File: config.mk
export PLATFORM = sky130hd
export DESIGN_NAME = agcsr_ctrl
export DESIGN_NICKNAME = d
export VERILOG_FILES = /design/src/agcsr_pkg.sv /design/src/agcsr_gain_if.sv /design/src/agcsr_gain_loop.sv /design/src/agcsr_ctrl.sv
export SDC_FILE = /design/constraint.sdc
export NUM_CORES = 1
export LEC_CHECK = 0
export BUFFER_PORTS_ARGS = -buffer_cell sky130_fd_sc_hd__buf_2
export CAP_MARGIN = 20
export CORE_ASPECT_RATIO = 0.8
export CORE_UTILIZATION = 30
export DETAILED_ROUTE_END_ITERATION = 16
export PLACE_DENSITY_LB_ADDON = 0.3
export SYNTH_ARGS = -nofsm -noshare
export SYNTH_HDL_FRONTEND = slang
export SYNTH_HIERARCHICAL = 1
export SYNTH_SLANG_ARGS = --single-unit
File: constraint.sdc
create_clock -name mclk -period 2.3 [get_ports mclk]
set_clock_uncertainty 0.1 [all_clocks]
set_input_delay 0.345 -clock mclk [delete_from_list [all_inputs] [get_ports mclk]]
set_output_delay 0.345 -clock mclk [all_outputs]
set_load 0.02 [all_outputs]
File: src/agcsr_pkg.sv
// package for the agc channel and soft reset controller
// assumes a 40 MHz mclk; all counts derived here
package agcsr_pkg;
    localparam int unsigned CLK_HZ = 40000000;
    // agc settle time in microseconds (about 3.5 ms)
    localparam int unsigned AGC_SETTLE_US = 3500;
    localparam int unsigned AGC_SETTLE_CYC = (AGC_SETTLE_US * (CLK_HZ / 1000000));
    // soft reset initialisation: one 32 kHz cycle, 31.25 us, in nanoseconds
    localparam int unsigned SRST_INIT_NS = 31250;
    localparam int unsigned SRST_INIT_CYC = (SRST_INIT_NS * (CLK_HZ / 1000000)) / 1000;
    localparam int unsigned NCH = 3;
    localparam int unsigned GAIN_W = 4;
    localparam int unsigned AGC_W = 8;
    // field positions within the register images
    localparam int unsigned CFG0_CH_LSB = 1;
    localparam int unsigned CFG5_NEEDS_AGC_BIT = 7;
    localparam int unsigned STAT7_AGC_BIT = 5;
    localparam logic [AGC_W-1:0] AGC_RESET_VAL = 8'h80;
    localparam logic [8:0] STAT7_RESET_VAL = 9'h000;

    typedef enum logic [3:0] {
        AGCSR_ST_STANDBY = 4'h1,
        AGCSR_ST_SETTLE = 4'h2,
        AGCSR_ST_ACTIVE = 4'h4,
        AGCSR_ST_INIT = 4'h8
    } agcsr_state_t;
endpackage : agcsr_pkg

File: src/agcsr_gain_if.sv
// carries gain-loop signals between the top and the gain loop
// assumes both ends share mclk
`timescale 1ns/1ps
`default_nettype none
interface agcsr_gain_if;
    logic fast_mode;
    logic hold_init;
    logic preserve_on;
    logic capture;
    logic [7:0] agc_value;
    logic [7:0] slicer_value;
    logic regulating;
    modport ctrl (output fast_mode, output hold_init, output preserve_on, output capture,
        input agc_value, input slicer_value, input regulating);
    modport loop (input fast_mode, input hold_init, input preserve_on, input capture,
        output agc_value, output slicer_value, output regulating);
endinterface : agcsr_gain_if
`default_nettype wire

File: src/agcsr_gain_loop.sv
// digital gain loop: fast/slow tracking, envelope freeze, preserve
// assumes level inputs synchronous to mclk
`timescale 1ns/1ps
`default_nettype none
module agcsr_gain_loop #(
    parameter int unsigned SLOW_DIV = 16
) (
    // clock and reset
    input wire logic mclk,
    input wire logic sys_rst,
    input wire logic clk_en,
    // analog side
    input wire logic env_high,
    input wire logic amp_above,
    input wire logic amp_over_reg,
    // control side
    agcsr_gain_if.loop gi
);
    import agcsr_pkg::*;

    logic [7:0] agc;
    logic [7:0] held;
    logic [$clog2(SLOW_DIV)-1:0] div;
    logic [7:0] next_agc;
    logic [7:0] next_held;
    logic [$clog2(SLOW_DIV)-1:0] next_div;

    function automatic logic [7:0] step(input logic [7:0] v, input logic up);
        if (up) begin
            step = (v == 8'hFF) ? v : v + 8'h01;
        end else begin
            step = (v == 8'h00) ? v : v - 8'h01;
        end
    endfunction : step

    always_comb begin
        next_agc = agc;
        next_held = held;
        next_div = div + 1'b1;
        if (gi.hold_init) begin
            next_agc = AGC_RESET_VAL;
            next_div = '0;
        end else if (env_high) begin
            // slow mode updates only once per divider wrap
            if (gi.fast_mode || div == '0) begin
                next_agc = step(agc, amp_over_reg);
            end
        end
        if (gi.capture) begin
            next_held = agc;
        end
    end

    always_ff @(posedge mclk) begin
        if (sys_rst) begin
            agc <= AGC_RESET_VAL;
            held <= AGC_RESET_VAL;
            div <= '0;
        end else if (clk_en) begin
            agc <= next_agc;
            held <= next_held;
            div <= next_div;
        end
    end

    assign gi.agc_value = agc;
    assign gi.slicer_value = gi.preserve_on ? held : agc;
    assign gi.regulating = amp_above && !gi.hold_init;
endmodule : agcsr_gain_loop
`default_nettype wire

File: src/agcsr_ctrl.sv
// top of the agc channel and soft reset controller
// assumes all inputs synchronous to mclk; commands are one-cycle pulses
// from the serial decoder
// What this block does
// - status bit 5 of register 7 set while the gain loop regulates.
// - output-needs-agc option gates data and carrier until regulating.
// - each channel gain reducible 0 dB to about -30 dB by configuration.
// - config register 0 bits 3 to 1 enable each channel.
// - disabled channel powers down path but keeps limiter powered.
// - gain loop fast during settle interval, slow afterwards.
// - gain value frozen while envelope is low.
// - preserve on/off commands; survives resets other than soft reset.
// - preserve captures settle-time gain and applies it to slicer.
// - soft reset on power-on, inactivity timeout, abort or command.
// - abort when no positive signal at end of settle interval.
// - soft reset initialises filter, agc, demodulator, oscillator; then standby.
// - soft reset keeps configuration, clears some status register 7 bits.
// - soft reset initialisation lasts one 32 kHz cycle, 31.25 us.
// - modulation transistors on during initialisation, off right after.
// - soft reset only in active mode; ignored in standby, except on power-on.
// - settle interval about 3.5 ms, output enable filter held reset.
`timescale 1ns/1ps
`default_nettype none
module agcsr_ctrl #(
    parameter int unsigned SETTLE_CYC = agcsr_pkg::AGC_SETTLE_CYC,
    parameter int unsigned NCH = agcsr_pkg::NCH,
    parameter int unsigned GAIN_W = agcsr_pkg::GAIN_W
) (
    // clock, reset, enable
    input wire logic mclk,
    input wire logic sys_rst,
    input wire logic clk_en,
    // configuration images
    input wire logic [8:0] cfg0,
    input wire logic [8:0] cfg5,
    input wire logic [NCH*GAIN_W-1:0] gain_reduce_cfg,
    // command pulses and events
    input wire logic cmd_soft_reset,
    input wire logic cmd_preserve_on,
    input wire logic cmd_preserve_off,
    input wire logic por_event,
    input wire logic inactivity_timeout,
    // analog front end
    input wire logic signal_detect,
    input wire logic env_high,
    input wire logic amp_above,
    input wire logic amp_over_reg,
    input wire logic demod_in,
    input wire logic carrier_in,
    // channel controls
    output logic [NCH-1:0] ch_path_on,
    output logic [NCH-1:0] ch_limiter_on,
    output logic [NCH*GAIN_W-1:0] ch_gain_reduce,
    output logic [NCH-1:0] mod_fet_on,
    // output path and status
    output logic demod_out,
    output logic carrier_out,
    output logic agc_regulating_flag,
    output logic oe_filter_rst,
    output logic demod_rst,
    output logic osc_rst,
    output logic abort_pulse,
    output logic [7:0] slicer_gain,
    output logic preserve_enabled,
    output logic active_mode
);
    import agcsr_pkg::*;

    // one counter times both the settle and the init interval, so it is
    // sized for the longer of the two
    localparam int unsigned CNT_MAX = (SETTLE_CYC > SRST_INIT_CYC) ? SETTLE_CYC : SRST_INIT_CYC;
    localparam int unsigned CNT_W = $clog2(CNT_MAX + 1);

    agcsr_gain_if gi ();

    agcsr_state_t state;
    agcsr_state_t next_state;
    logic [CNT_W-1:0] cnt;
    logic [CNT_W-1:0] next_cnt;
    logic preserve;
    logic next_preserve;
    logic abort_q;
    logic next_abort;
    logic reg_flag;
    logic next_reg_flag;
    logic dq;
    logic cq;
    logic next_dq;
    logic next_cq;
    logic srst_req;
    logic init_done;

    // ----------------------------------------
    // soft reset request
    // ----------------------------------------
    // power-on reaches the sequencer regardless of mode; other sources
    // need active mode
    logic settle_end;
    assign settle_end = (state == AGCSR_ST_SETTLE) && (cnt == CNT_W'(SETTLE_CYC - 1));
    assign srst_req = por_event || (((state == AGCSR_ST_ACTIVE) || (state == AGCSR_ST_SETTLE))
        && (inactivity_timeout || cmd_soft_reset));
    assign init_done = (state == AGCSR_ST_INIT) && (cnt == CNT_W'(SRST_INIT_CYC - 1));

    // ----------------------------------------
    // mode sequencer
    // ----------------------------------------
    always_comb begin
        next_state = state;
        next_cnt = cnt + 1'b1;
        next_abort = 1'b0;
        unique case (state)
            AGCSR_ST_STANDBY: begin
                next_cnt = '0;
                if (signal_detect) begin
                    next_state = AGCSR_ST_SETTLE;
                end
            end
            AGCSR_ST_SETTLE: begin
                if (settle_end) begin
                    next_cnt = '0;
                    if (!signal_detect) begin
                        next_abort = 1'b1;
                        next_state = AGCSR_ST_INIT;
                    end else begin
                        next_state = AGCSR_ST_ACTIVE;
                    end
                end
            end
            AGCSR_ST_ACTIVE: begin
                next_cnt = '0;
            end
            AGCSR_ST_INIT: begin
                if (init_done) begin
                    next_cnt = '0;
                    next_state = AGCSR_ST_STANDBY;
                end
            end
        endcase
        if (srst_req && state != AGCSR_ST_INIT) begin
            next_state = AGCSR_ST_INIT;
            next_cnt = '0;
        end
    end

    // ----------------------------------------
    // preserve flag and status
    // ----------------------------------------
    always_comb begin
        next_preserve = preserve;
        if (cmd_preserve_off || state == AGCSR_ST_INIT) begin
            next_preserve = 1'b0;
        end
        if (cmd_preserve_on) begin
            next_preserve = 1'b1;
        end
        // status bit is cleared by soft reset; configuration is not touched
        next_reg_flag = gi.regulating && (state != AGCSR_ST_INIT);
        next_dq = 1'b0;
        next_cq = 1'b0;
        if (state == AGCSR_ST_ACTIVE && |cfg0[CFG0_CH_LSB +: NCH]) begin
            if (!cfg5[CFG5_NEEDS_AGC_BIT] || reg_flag) begin
                next_dq = demod_in;
                next_cq = carrier_in;
            end
        end
    end

    // sys_rst stands for resets other than soft reset: preserve survives it
    always_ff @(posedge mclk) begin
        if (sys_rst) begin
            state <= AGCSR_ST_STANDBY;
            cnt <= '0;
            abort_q <= 1'b0;
            reg_flag <= 1'b0;
            dq <= 1'b0;
            cq <= 1'b0;
        end else if (clk_en) begin
            state <= next_state;
            cnt <= next_cnt;
            abort_q <= next_abort;
            reg_flag <= next_reg_flag;
            dq <= next_dq;
            cq <= next_cq;
        end
    end

    // preserve has no sys_rst term so it outlives ordinary resets
    always_ff @(posedge mclk) begin
        if (clk_en) begin
            preserve <= next_preserve;
        end
    end

    // ----------------------------------------
    // gain loop hookup
    // ----------------------------------------
    assign gi.fast_mode = (state == AGCSR_ST_SETTLE);
    assign gi.hold_init = (state == AGCSR_ST_INIT) || (state == AGCSR_ST_STANDBY);
    assign gi.preserve_on = preserve;
    assign gi.capture = preserve && settle_end;

    agcsr_gain_loop u_loop (
        .mclk(mclk),
        .sys_rst(sys_rst),
        .clk_en(clk_en),
        .env_high(env_high),
        .amp_above(amp_above),
        .amp_over_reg(amp_over_reg),
        .gi(gi)
    );

    // ----------------------------------------
    // outputs
    // ----------------------------------------
    assign ch_path_on = cfg0[CFG0_CH_LSB +: NCH];
    assign ch_limiter_on = '1;
    assign ch_gain_reduce = gain_reduce_cfg;
    assign mod_fet_on = {NCH{state == AGCSR_ST_INIT}};
    assign demod_out = dq;
    assign carrier_out = cq;
    assign agc_regulating_flag = reg_flag;
    assign oe_filter_rst = (state != AGCSR_ST_ACTIVE);
    assign demod_rst = (state == AGCSR_ST_INIT);
    assign osc_rst = (state == AGCSR_ST_INIT);
    assign abort_pulse = abort_q;
    assign slicer_gain = gi.slicer_value;
    assign preserve_enabled = preserve;
    assign active_mode = (state == AGCSR_ST_ACTIVE) || (state == AGCSR_ST_SETTLE);
endmodule : agcsr_ctrl
`default_nettype wire

# Yosys cells after proc, flatten, opt, wreduce, memory -nomap -nowiden
# Index checks and enable logic that the tools add are counted.
# word_totals
word_cells	83
out_inout_bits	38
inputBits	44
register_bits	47
# op_classes
addsub	4
n_mux	26
eq_ne	14
n_reduce_logical	29
# ops
cell	n
$mux 8	7
$mux 18	3
$pmux 18 s3	1
$mux 4	6
$add 18x1->18 const B	1
$eq 18x11->1 const B	1
$eq 18x18->1 const B	1
$pmux 4 s3	1
$reduce_and 5->1	2
$add 8x1->8 const B	1
$eq 8x8->1 const B	1
$logic_and 1x1->1	8
$logic_not 8->1	1
$mux 1	8
$sub 8x1->8 const B	1
$logic_or 1x1->1	7
$ne 3x2->1 const B	2
$ne 3x3->1 const B	2
$reduce_bool 2->1	3
$add 4x1->4 const B	1
$eq 4x1->1 const B	1
$eq 4x2->1 const B	1
$eq 4x3->1 const B	1
$eq 4x4->1 const B	1
other kinds (9)	11

# Depth between registers and ports, before layout
# logic_depth
word_depth	7
depth_mapped	10
ltp_nobuf	8

# Modules after synthesis
# The synthesis kept the hierarchy.
# by_module_without_submodules
module	instances	area_each_um2	seq_area_each_um2	cells_each
agcsr_ctrl	1	1848.0	550.5	237
agcsr_gain_loop	1	1301.2	400.4	154

# Worst setup path after synthesis
# Ideal clock, no wire load.
# synth_timing
kind	flip-flop to flip-flop
start	register state[0]
end	register cnt[12]
arrival_time_ns	2.223
setup_ns	0.074
period_less_slack_ns	2.397
path_stages_with_launch	9
t_required_ns	2.126
path_slack_ns	-0.097
path_cell_list	dfxtp_1 > buf_2 > nand2b_4 > nor3_2 > o21ai_2 > a211o_1 > buf_4 > or3_1 > o21ai_0
# synth_via
word_cells_on_any_way	16
classes_between	eq/ne: 5; mux: 4; reduce/logical: 7
# synth_rtl
item	line_no	text
start: declaration	agcsr_ctrl.sv:76	agcsr_state_t state;
start signal: assignment	agcsr_ctrl.sv:178	state <= next_state;
$eq 4x4->1 (*)	n/a	
via demod_rst	agcsr_ctrl.sv:60	output logic demod_rst,
$logic_and 1x1->1	agcsr_ctrl.sv:102	assign init_done = (state == AGCSR_ST_INIT) && (cnt == CNT_W'(SRST_INIT_CYC - 1));
$mux 18	agcsr_ctrl.sv:133	if (init_done) begin
$pmux 18 s3 (*)	agcsr_ctrl.sv:111	unique case (state)
$mux 18 (*)	agcsr_ctrl.sv:139	if (srst_req && state != AGCSR_ST_INIT) begin
end signal: assignment	agcsr_ctrl.sv:179	cnt <= next_cnt;
end: declaration	agcsr_ctrl.sv:78	logic [CNT_W-1:0] cnt;
# The timed path passes the listed nets; every way through them passes the cells marked *.
# A chain may end at the register's enable or synchronous reset.

# Worst setup path in the final report
# layout_timing
start	register state[3]
end	output port oe_filter_rst
# layout_via
elab_chain_cells	1
# layout_rtl
item	line_no	text
$ne 4x3->1	agcsr_ctrl.sv:222	assign oe_filter_rst = (state != AGCSR_ST_ACTIVE);
end: declaration	agcsr_ctrl.sv:59	output logic oe_filter_rst,
# No other way between the ends.

==> metrics.yaml <==
status: "finished, final reports clean"
area_growth_pct: 21.9
antenna_found_initial: 0
utilization_pct: 37.5
routed_via_density: 5.01
p_leak_uw: 0.00149
synthAdderAreaFrac_pct: 4.61
wl_um: 7890
synth-compound-area-share_pct: 22.1
grt_pass1_wl_um: 12700
wire_per_inst_um: 13.5
yosysWarnings: 6
path_max_fanout: 7
peakVddDrop_uv: 307
synth_xor_area_share_pct: 1.67
synth.area.mux_share_pct: 3.42
start_util_pct: 30.8
cts_buffer_depth: 2
synth_area_leaders: "dfxtp_1, buf_4, a21oi_1"
p_per_area_nw_per_um2: 617
die_w_um: 117
gp_congestion: 0.815
hp-class: "primary input to register"
ys_types: 68
die_area_um2: 10900
drt_iter0_drc: 158
fin_crit_sh_pct: 98.5
cts.sinks: 47
vias: 2922
reg2reg_from: "state[3]"
die-height_um: 93.6
clk_pin_slew_ps: 70
insertion_delay_ps: 290
ys_seq_area_share_pct: 30.2
synth_largest_area_cell: "dfxtp_1"
coreArea_um2: 10200
setup-violations-final: 0
swShare_pct: 29.8
power.total_uw: 2370
hpwl_um: 5850
ant_nets: 0
root_buffer: "clkbuf_16"
synth_most_common_cell: "dfxtp_1"
drive_above_1_share_pct: 27.3
max_freq_mhz: 442
io_pins: 82
track_usage_pct: 14.8
final_cells: 583
grt-ovfl-total: 0
hold_viol_final: 0
synthCells: 391
maxSlewViolCount: 0
post_dp_cell_area_um2: 3600
synth-simple-area-share_pct: 27.6
p_sw_uw: 704
worst_hold_startpoint: "cmd_preserve_on"
clkPwrFrac_pct: 34.8
min_path_cells: 1
grt_pass1_vias: 2524
final.setup.tns_ps: 0
combPwrFrac_pct: 27.8
synth_top_area_share_pct: 29.2
hold_end: "preserve_enabled"
timing.final.crit_period_ps: 2260
rsz0062_at_grt: "yes"
endpoint_kind: "primary output"
port_buffers: 40
start_kind: "register"
r2r_end: "state[3]"
required_ps: 1860
syn_area_per_cell_um2: 8.05
synth_top_family_by_area: "simple AND/OR/NAND/NOR gates"
synthesis.area_um2: 3150
cts_tree: "built"
cts_max_level: 2
synthTopCellsByCount: "dfxtp_1, nand2_1, a21oi_1"
first_pass_iters: 4
layout.nets: 497
drc: 0
placedCellCount: 574
maxCapViolations: 0
cts_buffers: 5
synth-edff-count: 1
yosys_most_used_dff: "dfxtp_1"
r2r_cells: 7
synth-seq-cells: 47
p_int_uw: 1660
p_seq_share_pct: 37.4
fin_area_um2: 3840
rows: 33
grt_max_degree: 34
diodes: 0
r2r_setup_slack_ps: 100
synth-async-reset-ratio_pct: 0
crit_type: "register to primary output"
cts_hold_buf: 0
cp.arrival_ps: 1820
-- worst max-delay path, cell delays in order (launching register included) --
cell,delay (ps)
dfxtp_1,350
buf_4,180
or4b_2,670
buf_4,180
buf_2,150
-- sequential cells by signal, summed over array words and instances (netlist names) --
signal and flops:
abort_pulse 1, agc_regulating_flag 1, carrier_out 1, cnt 18, demod_out 1, preserve_enabled 1
state 4, u_loop/div 4, u_loop/gi.agc_value 8, u_loop/held 8
-- kinds of logic (layout without fill, tap and decap cells) --
| logic type | count (synthesis) | in the layout |
|---|---|---|
| and+or+nand+nor | 158 | 158 |
| adders and majority gates | 11 | 11 |
| buffers and inverters | 59 | 109 |
| muxes | 10 | 10 |
| DFF | 47 | 47 |
| xor gates and xnor gates | 6 | 6 |
| AOI/OAI and AO/OA | 99 | 99 |
| other | 1 | 3 |
-- per-layer routing --
metal	share of wire (%)	global-route usage (%)	wire length, µm	vias up
met5	0	0	0	-
met4	0.27	3.48	21	0
li1	-	-	-	1501
met2	43	20.9	3410	36
met3	3.6	3.11	284	4
met1	53	22.4	4180	1381
-- stage by stage --
| stage | setup WS (ps) | hold WS, ps |
|---|---|---|
| after detailed placement | 1.83 | 347 |
| after floorplan | 2.83 | 330 |
| after global routing | -18.0 | 146 |
| final | 35.3 | 146 |
| after CTS | 8.01 | 135 |
| after global placement | -60.7 | 338 |
-- how the worst max path moves through the flow --
stage,startpoint,endpoint,slack (ps),cells past startpoint
floorplan,state[1],u_loop/gi.agc_value[2],3,8
global placement,state[3],carrier_out,-60,7
detailed placement,state[1],demod_out,2,7
CTS,state[1],u_loop/held[1],8,9
global route,state[3],cnt[17],-20,8
finish,state[3],oe_filter_rst,40,4
-- cell type report --
| class | instances | area, µm² |
|---|---|---|
| Clock buffer | 7 | 133 |
| Inverter | 19 | 73.8 |
| Tap cell | 140 | 175 |
| Multi-Input combinational cell | 287 | 1950 |
| Fill cell | 1092 | 6400 |
| Sequential cell | 47 | 952 |
| Timing Repair Buffer | 82 | 528 |
| Clock inverter | 1 | 30.0 |
-- timing repair --
action / CTS / global route
pin swaps: 0 / 4
setup buffers: 0 / 1
endpoints found under the setup margin: 5 / 27
cloned: 0 / 0
resized for setup: 2 / 10
-- power groups by stage --
stage / combinational (µW) / clock (µW) / sequential (µW)
final: 657 / 824 / 885
after global routing: 718 / 875 / 890
after CTS: 639 / 850 / 885
after detailed placement: 634 / 0 / 903
after global placement: 628 / 0 / 901
after floorplan: 466 / 0 / 893
-- layout by cell type, fill, tap and decap left out, drive strengths merged, types with 7 or more instances in the layout --
cell and n:
dfxtp 46, buf 82, ha 10, inv 19
a211oi 9, nand4 10, nor2b 9, nor3 17
clkbuf 7, nor2 23, nand3 24, a21oi 31
nand2 33, o21ai 23, or3 7
Power figures use the tool's default switching activity.
